File: config.mk
export PLATFORM = sky130hd
export DESIGN_NAME = sector_fifo_write_pointer
export DESIGN_NICKNAME = d
export VERILOG_FILES = /design/src/shared/fifo_ptr_pkg.sv /design/src/shared/ptr_if.sv /design/src/hw/write_ptr_core.sv /design/src/hw/sector_fifo_write_pointer.sv
export SDC_FILE = /design/constraint.sdc
export NUM_CORES = 1
export LEC_CHECK = 0
export ABC_AREA = 0
export BUFFER_PORTS_ARGS = -buffer_cell sky130_fd_sc_hd__buf_2
export CAP_MARGIN = 10
export CORE_AREA = 2 2 111 113
export CTS_CLUSTER_SIZE = 8
export DETAILED_ROUTE_END_ITERATION = 10
export DIE_AREA = 0 0 113 115
export GPL_ROUTABILITY_DRIVEN = 0
export PLACE_DENSITY = 0.59
export SYNTH_ARGS = -nofsm -noshare
export SYNTH_HDL_FRONTEND = slang
export SYNTH_SLANG_ARGS = --single-unit
File: constraint.sdc
create_clock -name clk -period 4.15 [get_ports clk]
set_clock_uncertainty 0.2 [all_clocks]
set_input_delay 0.6225 -clock clk [delete_from_list [all_inputs] [get_ports clk]]
set_output_delay 0.6225 -clock clk [all_outputs]
set_load 0.03 [all_outputs]
File: src/shared/fifo_ptr_pkg.sv
package fifo_ptr_pkg;

  // Widths
  localparam int PTR_W      = 14;
  localparam int HIGH_W     = 6;
  localparam int BYTE_W     = 8;
  localparam int XADDR_W    = 16;

  // Register byte addresses on the microcontroller data space
  localparam logic [XADDR_W-1:0] REG_PTR_LOW  = 16'hf0eb;
  localparam logic [XADDR_W-1:0] REG_PTR_HIGH = 16'hf0ec;

  // Field positions
  localparam int LOW_MSB    = 7;
  localparam int HIGH_LSB   = 8;
  localparam int HIGH_MSB   = 13;
  localparam int EMPTY_BIT  = 7;

  // Reset and fixed values
  localparam logic [PTR_W-1:0]  PTR_RST  = 14'h0000;
  localparam logic [PTR_W-1:0]  PTR_STEP = 14'h0001;
  localparam logic [BYTE_W-1:0] BYTE_RST = 8'h00;
  localparam logic              RSV_VAL  = 1'b0;
  localparam logic              FLAG_RST = 1'b0;

  // Pointer operation chosen in a cycle, highest priority first
  typedef enum logic [2:0] {
    OP_CLEAR,
    OP_ABORT,
    OP_CONFIRM,
    OP_WRITE,
    OP_IDLE
  } ptr_op_e;

endpackage : fifo_ptr_pkg

File: src/shared/ptr_if.sv
`timescale 1ns/1ps
interface ptr_if;
  import fifo_ptr_pkg::*;

  logic             write;
  logic             confirm;
  logic             abort;
  logic             clear;
  logic [PTR_W-1:0] rd_ptr;
  logic [PTR_W-1:0] cur_q;
  logic [PTR_W-1:0] bk_q;
  logic [PTR_W-1:0] cur_d;
  logic [PTR_W-1:0] bk_d;

  modport core (
    input  write, confirm, abort, clear, rd_ptr,
    output cur_q, bk_q, cur_d, bk_d
  );

  modport ctrl (
    output write, confirm, abort, clear, rd_ptr,
    input  cur_q, bk_q, cur_d, bk_d
  );

endinterface : ptr_if

File: src/hw/write_ptr_core.sv
`timescale 1ns/1ps
module write_ptr_core
  import fifo_ptr_pkg::*;
(
  // Clock and reset
  input wire logic clk,
  input wire logic rst_n,
  // Pointer control and state
  ptr_if.core      pif
);

  logic [PTR_W-1:0] cur_q;
  logic [PTR_W-1:0] cur_d;
  logic [PTR_W-1:0] bk_q;
  logic [PTR_W-1:0] bk_d;
  ptr_op_e          op;

  always_comb begin
    if (pif.clear) begin
      op = OP_CLEAR;
    end else if (pif.abort) begin
      op = OP_ABORT;
    end else if (pif.confirm) begin
      op = OP_CONFIRM;
    end else if (pif.write) begin
      op = OP_WRITE;
    end else begin
      op = OP_IDLE;
    end
  end

  always_comb begin
    cur_d = cur_q;
    bk_d  = bk_q;
    unique case (op)
      OP_CLEAR: begin
        // Both pointers meet the reader, so nothing is left to read
        cur_d = pif.rd_ptr;
        bk_d  = pif.rd_ptr;
      end
      OP_ABORT: begin
        cur_d = bk_q;
      end
      OP_CONFIRM: begin
        // A write in the confirm cycle is kept but left unconfirmed
        bk_d = cur_q;
        if (pif.write) begin
          cur_d = cur_q + PTR_STEP;
        end
      end
      OP_WRITE: begin
        cur_d = cur_q + PTR_STEP;
      end
      OP_IDLE: begin
        cur_d = cur_q;
      end
    endcase
  end

  always_ff @(posedge clk or negedge rst_n) begin
    if (!rst_n) begin
      cur_q <= PTR_RST;
      bk_q  <= PTR_RST;
    end else begin
      cur_q <= cur_d;
      bk_q  <= bk_d;
    end
  end

  assign pif.cur_q = cur_q;
  assign pif.bk_q  = bk_q;
  assign pif.cur_d = cur_d;
  assign pif.bk_d  = bk_d;

  property p_abort_restore;
    @(posedge clk) disable iff (!rst_n)
    (pif.abort && !pif.clear) |=> (cur_q == $past(bk_q)) && $stable(bk_q);
  endproperty
  a_abort_restore: assert property (p_abort_restore) else $error("abort did not restore pointer");

  property p_confirm_copy;
    @(posedge clk) disable iff (!rst_n)
    (pif.confirm && !pif.abort && !pif.clear) |=> bk_q == $past(cur_q);
  endproperty
  a_confirm_copy: assert property (p_confirm_copy) else $error("confirm did not copy pointer");

  property p_advance;
    @(posedge clk) disable iff (!rst_n)
    (pif.write && !pif.abort && !pif.clear) |=> cur_q == $past(cur_q) + PTR_STEP;
  endproperty
  a_advance: assert property (p_advance) else $error("pointer did not advance by one");

  property p_clear_meet;
    @(posedge clk) disable iff (!rst_n)
    pif.clear |=> (cur_q == $past(pif.rd_ptr)) && (bk_q == $past(pif.rd_ptr));
  endproperty
  a_clear_meet: assert property (p_clear_meet) else $error("clear did not empty pointers");

endmodule : write_ptr_core

File: src/hw/sector_fifo_write_pointer.sv
`timescale 1ns/1ps
module sector_fifo_write_pointer
  import fifo_ptr_pkg::*;
(
  // Clock and reset
  input  wire logic               clk,
  input  wire logic               rst_n,
  // USB buffer manager write side
  input  wire logic               wr_valid,
  input  wire logic [BYTE_W-1:0]  wr_data,
  input  wire logic               data_confirm,
  input  wire logic               crc_error,
  // Microcontroller FIFO-clear control
  input  wire logic               fifo_clear_control,
  // Read side of the FIFO
  input  wire logic [PTR_W-1:0]   rd_ptr,
  output logic      [PTR_W-1:0]   readable_limit,
  // FIFO memory write port
  output logic                    fifo_wr_en,
  output logic      [PTR_W-1:0]   fifo_wr_addr,
  output logic      [BYTE_W-1:0]  fifo_wr_data,
  // Microcontroller register read
  input  wire logic [XADDR_W-1:0] xdata_addr,
  input  wire logic               xdata_rd,
  output logic      [BYTE_W-1:0]  xdata_rdata
);

  ptr_if pif ();

  logic                wr_accept;
  logic                fifo_wr_en_q;
  logic                fifo_wr_en_d;
  logic [PTR_W-1:0]    fifo_wr_addr_q;
  logic [PTR_W-1:0]    fifo_wr_addr_d;
  logic [BYTE_W-1:0]   fifo_wr_data_q;
  logic [BYTE_W-1:0]   fifo_wr_data_d;
  logic [PTR_W-1:0]    limit_q;
  logic [PTR_W-1:0]    limit_d;
  logic                fifo_empty_flag_q;
  logic                fifo_empty_flag_d;
  logic [BYTE_W-1:0]   rdata_q;
  logic [BYTE_W-1:0]   rdata_d;
  logic [BYTE_W-1:0]   fifo_write_pointer_low;
  logic [BYTE_W-1:0]   fifo_write_pointer_high_and_empty;

  // A write that meets a CRC error or a clear is dropped outright
  assign wr_accept = wr_valid && !crc_error && !fifo_clear_control;

  assign pif.write   = wr_accept;
  assign pif.confirm = data_confirm;
  assign pif.abort   = crc_error;
  assign pif.clear   = fifo_clear_control;
  assign pif.rd_ptr  = rd_ptr;

  write_ptr_core u_core (
    .clk   (clk),
    .rst_n (rst_n),
    .pif   (pif.core)
  );

  // Memory write strobe, address and data
  always_comb begin
    fifo_wr_en_d   = wr_accept;
    fifo_wr_addr_d = fifo_wr_addr_q;
    fifo_wr_data_d = fifo_wr_data_q;
    if (wr_accept) begin
      fifo_wr_addr_d = pif.cur_q;
      fifo_wr_data_d = wr_data;
    end
  end

  always_ff @(posedge clk or negedge rst_n) begin
    if (!rst_n) begin
      fifo_wr_en_q   <= FLAG_RST;
      fifo_wr_addr_q <= PTR_RST;
      fifo_wr_data_q <= BYTE_RST;
    end else begin
      fifo_wr_en_q   <= fifo_wr_en_d;
      fifo_wr_addr_q <= fifo_wr_addr_d;
      fifo_wr_data_q <= fifo_wr_data_d;
    end
  end

  // Read-side limit and empty flag
  always_comb begin
    // Only confirmed data is exposed to the reader
    limit_d = pif.bk_d;
    // Taken from next values so the flag tracks the pointers without lag
    fifo_empty_flag_d = (pif.cur_d == pif.bk_d) && (pif.bk_d == rd_ptr);
  end

  always_ff @(posedge clk or negedge rst_n) begin
    if (!rst_n) begin
      limit_q           <= PTR_RST;
      fifo_empty_flag_q <= FLAG_RST;
    end else begin
      limit_q           <= limit_d;
      fifo_empty_flag_q <= fifo_empty_flag_d;
    end
  end

  // Register read port
  assign fifo_write_pointer_low = pif.cur_q[LOW_MSB:0];
  assign fifo_write_pointer_high_and_empty = {fifo_empty_flag_q, RSV_VAL, pif.cur_q[HIGH_MSB:HIGH_LSB]};

  always_comb begin
    rdata_d = rdata_q;
    if (xdata_rd) begin
      unique case (xdata_addr)
        REG_PTR_LOW:  rdata_d = fifo_write_pointer_low;
        REG_PTR_HIGH: rdata_d = fifo_write_pointer_high_and_empty;
        default:      rdata_d = BYTE_RST;
      endcase
    end
  end

  always_ff @(posedge clk or negedge rst_n) begin
    if (!rst_n) begin
      rdata_q <= BYTE_RST;
    end else begin
      rdata_q <= rdata_d;
    end
  end

  assign fifo_wr_en     = fifo_wr_en_q;
  assign fifo_wr_addr   = fifo_wr_addr_q;
  assign fifo_wr_data   = fifo_wr_data_q;
  assign readable_limit = limit_q;
  assign xdata_rdata    = rdata_q;

  property p_read_low;
    @(posedge clk) disable iff (!rst_n)
    (xdata_rd && xdata_addr == REG_PTR_LOW) |=> xdata_rdata == $past(pif.cur_q[LOW_MSB:0]);
  endproperty
  a_read_low: assert property (p_read_low) else $error("low pointer byte read wrong");

  property p_read_high;
    @(posedge clk) disable iff (!rst_n)
    (xdata_rd && xdata_addr == REG_PTR_HIGH)
      |=> (xdata_rdata[HIGH_W-1:0] == $past(pif.cur_q[HIGH_MSB:HIGH_LSB]))
          && (xdata_rdata[EMPTY_BIT-1] == RSV_VAL)
          && (xdata_rdata[EMPTY_BIT] == $past(fifo_empty_flag_q));
  endproperty
  a_read_high: assert property (p_read_high) else $error("high pointer byte read wrong");

  property p_write_at_pointer;
    @(posedge clk) disable iff (!rst_n)
    wr_accept |=> fifo_wr_en && (fifo_wr_addr == $past(pif.cur_q)) && (fifo_wr_data == $past(wr_data));
  endproperty
  a_write_at_pointer: assert property (p_write_at_pointer) else $error("write not at current pointer");

  property p_limit_hidden;
    @(posedge clk) disable iff (!rst_n)
    (!data_confirm && !fifo_clear_control) ##1 (!data_confirm && !fifo_clear_control)
      |=> $stable(readable_limit);
  endproperty
  a_limit_hidden: assert property (p_limit_hidden) else $error("unconfirmed data became visible");

  property p_not_empty_after_write;
    @(posedge clk) disable iff (!rst_n)
    (wr_accept && !data_confirm) |=> !fifo_empty_flag_q;
  endproperty
  a_not_empty_after_write: assert property (p_not_empty_after_write) else $error("empty flag set after write");

  property p_empty_after_clear;
    @(posedge clk) disable iff (!rst_n)
    (fifo_clear_control && $stable(rd_ptr)) |=> fifo_empty_flag_q;
  endproperty
  a_empty_after_clear: assert property (p_empty_after_clear) else $error("clear did not empty FIFO");

  property p_limit_follows_confirm;
    @(posedge clk) disable iff (!rst_n)
    (data_confirm && !crc_error && !fifo_clear_control) |=> readable_limit == $past(pif.cur_q);
  endproperty
  a_limit_follows_confirm: assert property (p_limit_follows_confirm) else $error("limit not the confirmed pointer");

  property p_abort_drops_write;
    @(posedge clk) disable iff (!rst_n)
    crc_error |=> !fifo_wr_en;
  endproperty
  a_abort_drops_write: assert property (p_abort_drops_write) else $error("write kept on CRC error");

endmodule : sector_fifo_write_pointer

==> run metrics <==
achievable frequency 0.324 GHz; GR Util All Layers 15.8%; initial antenna violation count 0; ranking of synthesized cells by area dfrtp_1 (43%), mux2_2 (7.7%), mux2i_1 (5.7%); Syn Inst Count 357; Critical R2R Capture fifo_empty_flag_q; vias in the first global route 3017; CTS tree built; first-pass GRT wire length 16000 um; violated checks design-rule violations; Netlist cell types 57; CP startpoint kind input port; clk sink count 60; count leader, synth dfrtp_1; ant diodes 0; H-Tree Depth 3; die width 113 um; Setup Total Neg Slack 0 ps; clk buf depth 2; Site Rows 40; IO Port Bufs 89; Slew HR 39.2%; die area 0.0130 mm2; Iteration-0 DRC Markers 163; TritonCTS Buffers 9; Ports 90; worst path buffer plus inverter count 1; hold crit path type input port to asynchronous set/reset pin; WL/cell 17.2 um; FF-to-FF Start u_core.pif.cur_q[4]; Slew Viols, Final 0; Residual DRC 11; Reg clk slew, reported paths 60 ps; CP Cell Sequence buf_2, nand2b_4, mux2_4, a22o_1, or4_1, o41ai_2, nand4_1, nor4_2; Worst-Skew Late Latency 330 ps; initial core utilization 29.6%; Sequential Area 0.00150 mm2; worst-case reg-to-reg path depth 7; Top FF cell, synth dfrtp_1; setup bufs post-CTS 0; sequential share of the synthesized area 43.0%; Required @ worst endpoint 4180 ps; status finished, violations left; fin nets 482; Final Core Density 36.4%; crit path max-delay cell type or4_1; core area 0.0118 mm2; Crit. End Element flip-flop; Largest delay share family, worst path simple AND/OR/NAND/NOR gates; Crit Path Class input port to flip-flop; number of flops mapped to enable cells by yosys 0; share of cells above drive strength 1 30.5%; min cycle time layout 3090 ps; Final period util 74.5%; largest net degree at the start of global routing 42; hold buffers post-CTS 0; Mapped Area 0.00349 mm2; Pwr per Cell Area 445 mW/mm2; register bit total from synthesis 60; R2R Setup Slk 1080 ps; PostCTS Resize Cnt 0; gr ovfl total 0; Slew @ Worst Pin 905 ps; area occupied by multi-input gates 0.00183 mm2; Final Hold Viols 0; critical path's largest stage delay 530 ps; Avg Cell Area, Syn 9.78 um2; area leader, netlist dfrtp_1; RSZ-0062 raised after global routing false; dpl hpwl 7220 um; Pleak 1.92 nW; asr flop ratio synth 100%; Final setup viols 0; # fillers 1210; floorplan die height 115 um; maxcap violations 0; root buf cell clkbuf_16; Post-synth top cells dfrtp_1 (60), mux2_2 (24), nand2_1 (24); yosys warns 0; vias per cell 5.24; crit-path max FO 22; P&R area growth vs syn 23.0%; IR drop worst, VDD 0.233 mV; Routed WL 10100 um; top-area cell type share of the netlist area 43.0%; drt first pass iters 8; Antenna Violating Nets Remaining 0; Mapped Nets 403; worst endpoint data arrival time 3120 ps; worst hold slack 229 ps; routed via count 3077
## routing by layer
layer	wire length [um]	track usage [%]	up-vias
met5	0	0	-
met4	147	5.12	0
met3	793	4.38	15
met2	4680	25.7	125
met1	4480	20.5	1483
li1	-	-	1454
## metrics by stage
stage                     power [W]  instances  setup WS [ps]  cell area (um2)
final                       0.00191        587           1060             4300
after global routing        0.00202        587            903             4300
after CTS                   0.00194        587           1090             4300
after detailed placement    0.00128        572            762             4040
after global placement      0.00127        572            832             4040
after floorplan             0.00110        357           1360             3490
## state kept, by name, indices dropped and copies added (netlist names)
name	flops
u_core.pif.cur_q	14
fifo_empty_flag_q	1
fifo_wr_data	8
xdata_rdata	8
fifo_wr_en	1
u_core.pif.bk_q	14
fifo_wr_addr	14
## placed cells by master (no fill, tap or decap), types with 2 or more instances in the layout
master,synthesis,routed
a211oi_1,2,2
a21oi_1,21,21
a221oi_1,2,2
a22oi_1,8,8
and2_1,2,2
buf_2,5,89
buf_4,1,3
clkbuf_1,14,3
clkbuf_16,0,9
clkinv_2,0,3
dfrtp_1,60,60
inv_1,13,13
mux2_1,5,5
mux2_2,24,24
mux2i_1,20,20
nand2_1,24,24
nand2b_1,2,2
nand3_1,7,7
nand3b_1,2,2
nand4_1,9,9
nand4b_1,2,2
nor2_1,23,23
nor2b_1,2,2
nor3_1,7,7
nor4_1,4,4
o211ai_1,4,4
o21ai_0,9,9
o21ai_1,16,16
o221ai_1,2,2
o22ai_1,3,3
o2bb2ai_1,2,2
o32ai_1,2,2
or3_1,5,5
or4_1,2,2
or4b_1,2,2
xnor2_1,19,19
xor2_1,7,7
## how the worst max path moves through the flow
stage                            start           endpoint  slack (ps)  cells after the start
after CTS                 data_confirm  fifo_empty_flag_q        1090                      8
after global placement    data_confirm  fifo_empty_flag_q         830                      8
final                     data_confirm  fifo_empty_flag_q        1060                      8
after floorplan              crc_error  fifo_empty_flag_q        1360                      7
after detailed placement  data_confirm  fifo_empty_flag_q         760                      8
after global routing      data_confirm  fifo_empty_flag_q         900                      8
## cell families after synthesis
| logic type | after synthesis | share of synthesized area [%] |
|---|---|---|
| simple gates | 100 | 15.4 |
| compound gates | 81 | 14.8 |
| flops | 60 | 43.0 |
| mux | 50 | 15.5 |
| buf+inv | 39 | 4.48 |
| xor+xnor | 26 | 6.52 |
| fa+ha+maj | 1 | 0.358 |
## final cells by class
class	instances	area share (%)
inverter	15	1.31
clock buffer	12	5.51
clock inverter	3	0.350
timing repair buffer	92	10.9
multi-input combinational	258	42.7
sequential	60	35.0
tap	147	4.28
## report_power, final
part / switching (W) / internal (W) / total, W
clock: 0.000248 / 0.000397 / 0.000645
combinational: 0.000318 / 0.000192 / 0.000509
sequential: 0.0000913 / 0.000668 / 0.000759
total: 0.000657 / 0.00126 / 0.00191
## worst reg2reg max path: cells and delay by family, from the launching register on
family | cells | cell delay [ps]
flip-flops | 1 | 600
AO/OA/AOI/OAI | 2 | 610
AND/OR/NAND/NOR | 5 | 1560
No activity file was read; power rests on OpenSTA's default activity.
